## config.mk

```make
export PLATFORM = sky130hd
export DESIGN_NAME = fst_status
export DESIGN_NICKNAME = d
export VERILOG_FILES = /design/src/rtl/fst_pkg.sv /design/src/rtl/fst_cond_gen.sv /design/src/rtl/fst_status.sv
export SDC_FILE = /design/constraint.sdc
export NUM_CORES = 1
export LEC_CHECK = 0
export ABC_AREA = 1
export CORE_AREA = 2 2 68 70
export DETAILED_ROUTE_END_ITERATION = 10
export DIE_AREA = 0 0 70 72
export DONT_BUFFER_PORTS = 1
export PLACE_DENSITY = 0.83
export SYNTH_ARGS = -nofsm -noshare
export SYNTH_HDL_FRONTEND = slang
export SYNTH_SLANG_ARGS = --single-unit
export TNS_END_PERCENT = 20
```

## constraint.sdc

```tcl
create_clock -name ref_clk -period 1.04 [get_ports ref_clk]
set_input_delay 0.208 -clock ref_clk [delete_from_list [all_inputs] [get_ports ref_clk]]
set_output_delay 0.208 -clock ref_clk [all_outputs]
set_load 0.01 [all_outputs]
```

## src/rtl/fst_pkg.sv

```systemverilog
// package: status word, tag word and condition code definitions
package fst_pkg;
   // status word field positions
   localparam int ST_IE = 0;
   localparam int ST_PE = 5;
   localparam int ST_SF = 6;
   localparam int ST_ES = 7;
   localparam int ST_C0 = 8;
   localparam int ST_C1 = 9;
   localparam int ST_C2 = 10;
   localparam int ST_TOP_LSB = 11;
   localparam int ST_C3 = 14;
   localparam int ST_BUSY = 15;
   localparam int EXC_W = 6;
   localparam int TAG_W = 2;
   // reset values
   localparam logic [15:0] STATUS_RST = 16'h0000;
   localparam logic [15:0] TAG_RST = 16'hffff;
   localparam logic [5:0] MASK_RST = 6'h3f;
   // tag encodings
   localparam logic [1:0] TAG_VALID = 2'h0;
   localparam logic [1:0] TAG_ZERO = 2'h1;
   localparam logic [1:0] TAG_SPECIAL = 2'h2;
   localparam logic [1:0] TAG_EMPTY = 2'h3;

   typedef enum logic [3:0] {
      OP_NONE = 4'h0,
      OP_PARTIAL_REMAINDER = 4'h1,
      OP_IEEE_REMAINDER = 4'h2,
      OP_PARTIAL_TANGENT = 4'h3,
      OP_SINE = 4'h4,
      OP_COSINE = 4'h5,
      OP_SINE_COSINE = 4'h6,
      OP_COMPARE = 4'h7,
      OP_ROUNDING = 4'h8,
      OP_LOAD = 4'h9
   } fst_op_t;

   typedef enum logic [2:0] {
      VK_NORMAL = 3'h0,
      VK_ZERO = 3'h1,
      VK_QNAN = 3'h2,
      VK_SNAN = 3'h3,
      VK_INFINITY = 3'h4,
      VK_DENORMAL = 3'h5,
      VK_UNSUPPORTED = 3'h6,
      VK_EMPTY = 3'h7
   } fst_vkind_t;

   // outcome of one executed instruction, reported by the datapath
   typedef struct packed {
      logic [5:0] exc;
      logic stack_fault;
      logic stack_over;
      logic round_up;
      logic [2:0] quot;
      logic rem_done;
      logic too_large;
      logic cmp_less;
      logic cmp_equal;
      logic cmp_unord;
   } fst_result_t;

   function automatic logic [1:0] tag_encode(input fst_vkind_t k);
      unique case (k)
         VK_NORMAL: tag_encode = TAG_VALID;
         VK_ZERO: tag_encode = TAG_ZERO;
         VK_EMPTY: tag_encode = TAG_EMPTY;
         default: tag_encode = TAG_SPECIAL;
      endcase
   endfunction

   function automatic logic is_trig(input fst_op_t op);
      is_trig = (op == OP_PARTIAL_TANGENT) || (op == OP_SINE) ||
         (op == OP_COSINE) || (op == OP_SINE_COSINE);
   endfunction

   function automatic logic is_rem(input fst_op_t op);
      is_rem = (op == OP_PARTIAL_REMAINDER) || (op == OP_IEEE_REMAINDER);
   endfunction
endpackage

```

## src/rtl/fst_cond_gen.sv

```systemverilog
// condition code generator: new c3..c0 values and write enables per op
module fst_cond_gen
   import fst_pkg::*;
(
   input wire fst_pkg::fst_op_t op,
   input wire fst_pkg::fst_result_t res,
   output logic [3:0] cc_val,
   output logic [3:0] cc_wr
);
   // bit order of cc_val / cc_wr is {c3, c2, c1, c0}
   logic stack_exc;

   always_comb begin
      // stale results on an idle cycle must not touch c1
      stack_exc = (op != OP_NONE) & res.exc[ST_IE] & res.stack_fault;
      cc_val = 4'h0;
      cc_wr = 4'h0;
      // bits not written keep their old value: undefined bits are left alone
      if (is_rem(op)) begin
         cc_val[2] = ~res.rem_done;
         cc_wr[2] = 1'b1;
         if (res.rem_done) begin
            cc_val[0] = res.quot[2];
            cc_val[3] = res.quot[1];
            cc_val[1] = res.quot[0];
            cc_wr = 4'hf;
         end
      end else if (is_trig(op)) begin
         cc_val[2] = res.too_large;
         cc_wr[2] = 1'b1;
         if (!res.too_large) begin
            cc_val[1] = res.round_up & res.exc[ST_PE];
            cc_wr[1] = 1'b1;
         end
      end else if (op == OP_COMPARE) begin
         cc_wr = 4'hf;
         if (res.cmp_unord) begin
            cc_val = 4'hd;
         end else if (res.cmp_equal) begin
            cc_val = 4'h8;
         end else if (res.cmp_less) begin
            cc_val = 4'h1;
         end
      end else if (op == OP_ROUNDING) begin
         cc_val[1] = res.round_up & res.exc[ST_PE];
         cc_wr[1] = 1'b1;
      end else if (op == OP_LOAD) begin
         cc_wr[1] = 1'b1;
      end
      // a stack exception turns c1 into the overflow/underflow indicator
      if (stack_exc) begin
         cc_val[1] = res.stack_over;
         cc_wr[1] = 1'b1;
      end
   end
endmodule // fst_cond_gen

```

## src/rtl/fst_status.sv

```systemverilog
// status word, tag word, exception flags and error output

module fst_status (
   input wire logic ref_clk,
   input wire logic rst,
   input wire logic op_valid,
   input wire fst_pkg::fst_op_t op_code,
   input wire fst_pkg::fst_result_t op_res,
   input wire logic exc_clear,
   input wire logic tag_we,
   input wire logic [2:0] tag_index,
   input wire fst_pkg::fst_vkind_t tag_kind,
   input wire logic top_we,
   input wire logic [2:0] top_value,
   input wire logic ctrl_we,
   input wire logic [15:0] ctrl_word,
   input wire logic env_load,
   input wire logic [15:0] env_status,
   input wire logic [15:0] env_tag,
   output logic [15:0] status_word,
   output logic [15:0] stack_tag_word,
   output logic error_n,
   output logic operand_hold
);
   import fst_pkg::*;

   logic [5:0] exc_reg;
   logic [5:0] exc_next;
   logic sf_reg;
   logic sf_next;
   logic [5:0] mask_reg;
   logic [5:0] mask_next;
   logic [3:0] cc_reg;
   logic [3:0] cc_next;
   logic [2:0] top_reg;
   logic [2:0] top_next;
   logic [15:0] tag_reg;
   logic [15:0] status_reg;
   logic error_n_reg;
   logic hold_reg;
   logic es_next;
   logic [3:0] cc_val;
   logic [3:0] cc_wr;
   fst_op_t op_eff;

   assign op_eff = op_valid ? op_code : OP_NONE;

   fst_cond_gen u_cond (
      .op(op_eff),
      .res(op_res),
      .cc_val(cc_val),
      .cc_wr(cc_wr)
   );

   // next values; an environment load overrides everything except the mask write
   always_comb begin
      mask_next = ctrl_we ? ctrl_word[5:0] : mask_reg;
      if (env_load) begin
         exc_next = env_status[5:0];
         sf_next = env_status[ST_SF];
         cc_next = {env_status[ST_C3], env_status[ST_C2],
            env_status[ST_C1], env_status[ST_C0]};
         top_next = env_status[ST_TOP_LSB +: 3];
      end else begin
         // set wins over a clear in the same cycle
         exc_next = (exc_clear ? 6'h00 : exc_reg) |
            (op_valid ? op_res.exc : 6'h00);
         sf_next = (exc_clear ? 1'b0 : sf_reg) |
            (op_valid & op_res.stack_fault);
         cc_next = (cc_reg & ~cc_wr) | (cc_val & cc_wr);
         top_next = top_we ? top_value : top_reg;
      end
      // loaded summary and busy bits are ignored and rebuilt here
      es_next = |(exc_next & ~mask_next);
   end

   always_ff @(posedge ref_clk or posedge rst) begin
      if (rst) begin
         exc_reg <= 6'h00;
         sf_reg <= 1'b0;
         cc_reg <= 4'h0;
         top_reg <= 3'h0;
      end else begin
         exc_reg <= exc_next;
         sf_reg <= sf_next;
         cc_reg <= cc_next;
         top_reg <= top_next;
      end
   end

   always_ff @(posedge ref_clk or posedge rst) begin
      if (rst) begin
         mask_reg <= MASK_RST;
      end else begin
         mask_reg <= mask_next;
      end
   end

   // tags sit at physical slots; top is only reported, never applied
   always_ff @(posedge ref_clk or posedge rst) begin
      if (rst) begin
         tag_reg <= TAG_RST;
      end else if (env_load) begin
         tag_reg <= env_tag;
      end else if (tag_we) begin
         tag_reg[TAG_W*tag_index +: TAG_W] <= tag_encode(tag_kind);
      end
   end

   // image assembled from next values so the outputs carry no extra lag
   always_ff @(posedge ref_clk or posedge rst) begin
      if (rst) begin
         status_reg <= STATUS_RST;
      end else begin
         status_reg <= {es_next, cc_next[3], top_next, cc_next[2],
            cc_next[1], cc_next[0], es_next, sf_next, exc_next};
      end
   end

   always_ff @(posedge ref_clk or posedge rst) begin
      if (rst) begin
         error_n_reg <= 1'b1;
      end else begin
         error_n_reg <= ~es_next;
      end
   end

   // tells the datapath to leave an oversized trig operand at the top
   always_ff @(posedge ref_clk or posedge rst) begin
      if (rst) begin
         hold_reg <= 1'b0;
      end else begin
         hold_reg <= op_valid & is_trig(op_code) & op_res.too_large;
      end
   end

   assign status_word = status_reg;
   assign stack_tag_word = tag_reg;
   assign error_n = error_n_reg;
   assign operand_hold = hold_reg;
endmodule // fst_status

```

==> flow_summary.ini <==
[power_and_ir_drop]
max-vdd-ir-drop_mv = 1.18
power.leakage_nw = 1.38
power_density_nw_per_um2 = 1290

[critical_path]
worstSetupStartpoint = status_word[5]
required_ns = 1.22
critPathKind = reg2reg
path_max_fanout = 2
r2r_start = status_word[5]
crit_arrival_ns = 1.31
rr_endpoint = status_word[7]
r2r_cells = 7
r2r_slack_ns = -0.08
start_kind = flop
critPathCaptureType = flop

[sta]
finClkSkew_ns = 0.00248
max_slew.worst_pin.slew_ns = 0.275
post-route-period-util = 1.08
setup_viol = 20
rsz0062_at_grt = yes
finalMaxSlewViolations = 0
fmax_mhz = 889
timing.final.crit_period_ns = 1.12
worst_slack_ns = -0.0844
slew-limit-headroom = 0.816
hold_violations = 0

[floorplan]
start_util = 0.557
die_w_um = 70
io_pins = 120
die_area_um2 = 5040
rows = 24
floorplan.die.height_um = 72
design.core.area_um2 = 4260

[run_status]
violations = setup timing
status = finished, violations left

[placement]
placed_cells = 393
place_hpwl_mm = 4.27
globalplace.congestion = 0.833
io_buffer_count = 0

[synth]
ys_seq_area_frac = 0.423
ys_warn_count = 0
synth_cell_types = 31
syn_avg_cell_area_um2 = 7.13
async_reset_ff_frac = 1.00
synthFlopType = dfstp_2
syn_nets = 421
syn_area_um2 = 2370
synth_cells = 333
synth_edf_count = 0
ys_seq_elements = 39

[global_routing]
grt_pass1_wl_mm = 9.58
grt_pass1_vias = 2223
grt_max_degree = 40
overflow = 0
antenna_found_initial = 0
grt_use_total = 0.233

[clocking]
clockRootBuffer = clkbuf_8
cts_tree = done
clk_latency_ns = 0.29
htree_levels = 2
clk_pin_slew_ns = 0.08
cts_buffers = 5
clockBufferDepth = 2
cts.sinks = 39

[routing]
vias_per_cell = 5.38
vias = 2197
postRouteAntennaNets = 0
wl_mm = 5.67
wl_per_cell_um = 13.9
drcViolationCount = 0
drt_iter0_drc = 119
dr.pass1.iters = 4

[finish]
n_antenna_cell = 0
register_area_um2 = 1000
syn2layout_area_growth_pct = 19.2
final_common_cell = nand2_1
layout_common_cells = 94 x nand2_1, 46 x nand3_1, 42 x inv_1
multi_input_area_um2 = 1210
drive_gt1_frac = 0.247
utilization = 0.664
nets = 443
n_fill_cell = 385
layout.cells.non_filler = 408

[hold_path]
hold_depth = 2
hold_path_end = stack_tag_word[7]
hp-start = env_load
worst_hold_path_type = in2reg

[job]
maxCapViolations = 0
==> area by class of cell <==
cell class,count,share of cell area
Multi-Input combinational cell,233,0.426
Sequential cell,39,0.355
Timing Repair Buffer,29,0.0954
Inverter,47,0.0694
Clock buffer,5,0.0243
Tap cell,52,0.0230
Clock inverter,3,0.00707
==> where the power goes <==
group	leakage, nW	switching (W)	internal, W
Combinational	0.910	0.000392	0.000344
Clock	0.0402	0.000557	0.000467
Sequential	0.430	0.000154	0.00173
==> metrics by stage <==
stage	TNS (ns)	power (W)	setup WS, ns	area (um^2)	hold WS [ns]
6_report	-0.644	0.00364	-0.0844	2830	0.0273
5_1_grt	-1.54	0.00383	-0.141	2830	0.0184
4_1_cts	-0.728	0.00363	-0.0908	2750	0.0186
3_5_place_dp	-3.47	0.00255	-0.272	2580	0.170
3_3_place_gp	-2.89	0.00252	-0.231	2580	0.171
2_1_floorplan	-2.73	0.00239	-0.232	2440	0.316
==> per-layer routing <==
metal / GRT usage / vias up / part of all wire
met1: 0.293 / 998 / 0.43
met5: 0 / - / 0
met2: 0.402 / 82 / 0.48
met4: 0.0513 / 0 / 0.010
met3: 0.0681 / 7 / 0.081
li1: - / 1110 / -
==> worst max-delay path: stages (launching register included) <==
cell and delay (ns):
dfrtp_1 0.40, nand2_1 0.10, nand3_2 0.07, o21ai_2 0.08
nor2_1 0.05, nand3b_1 0.20, inv_1 0.07, nand2_1 0.05
==> cell families after synthesis <==
family | Yosys count | share of synthesized area
flip-flops | 39 | 0.423
AO/OA/AOI/OAI | 27 | 0.0659
adder cells (fa/ha/maj) | 2 | 0.0105
AND/OR/NAND/NOR | 204 | 0.386
buffers and inverters | 61 | 0.115
==> what timing repair did <==
action,in CTS,in global routing
setup endpoints to repair,24,37
gates resized for setup,11,18
setup buffers,5,1
cloned,0,0
pin swaps,3,11
hold endpoints to repair,16,0
hold buffers,1,0
==> how the worst max path moves through the flow <==
stage                                     to  slack [ns]  depth (start not counted)
final                         status_word[7]       -0.08                          7
after global routing          status_word[7]       -0.14                          7
after CTS                     status_word[5]       -0.09                          2
after detailed placement  stack_tag_word[12]       -0.27                          9
after global placement     stack_tag_word[2]       -0.23                          8
after floorplan            stack_tag_word[2]       -0.23                          9
==> Yosys cell counts, types with 2 or more instances <==
| library cell | count | area (um^2) |
|---|---|---|
| nand2_1 | 97 | 364 |
| nand3_1 | 51 | 255 |
| inv_1 | 44 | 165 |
| nor2_1 | 30 | 113 |
| dfstp_2 | 23 | 604 |
| dfrtp_1 | 16 | 400 |
| o21ai_0 | 12 | 60.1 |
| nand4_1 | 10 | 62.6 |
| a21oi_1 | 6 | 30.0 |
| buf_2 | 6 | 30.0 |
| nand3b_1 | 6 | 45.0 |
| o21a_1 | 4 | 30.0 |
| buf_4 | 3 | 22.5 |
| buf_6 | 3 | 33.8 |
| clkbuf_1 | 2 | 7.51 |
| ha_1 | 2 | 25.0 |
| inv_2 | 2 | 7.51 |
| nand3_2 | 2 | 20.0 |
| nor3_1 | 2 | 10.0 |
No activity file was read; power rests on OpenSTA's default activity.
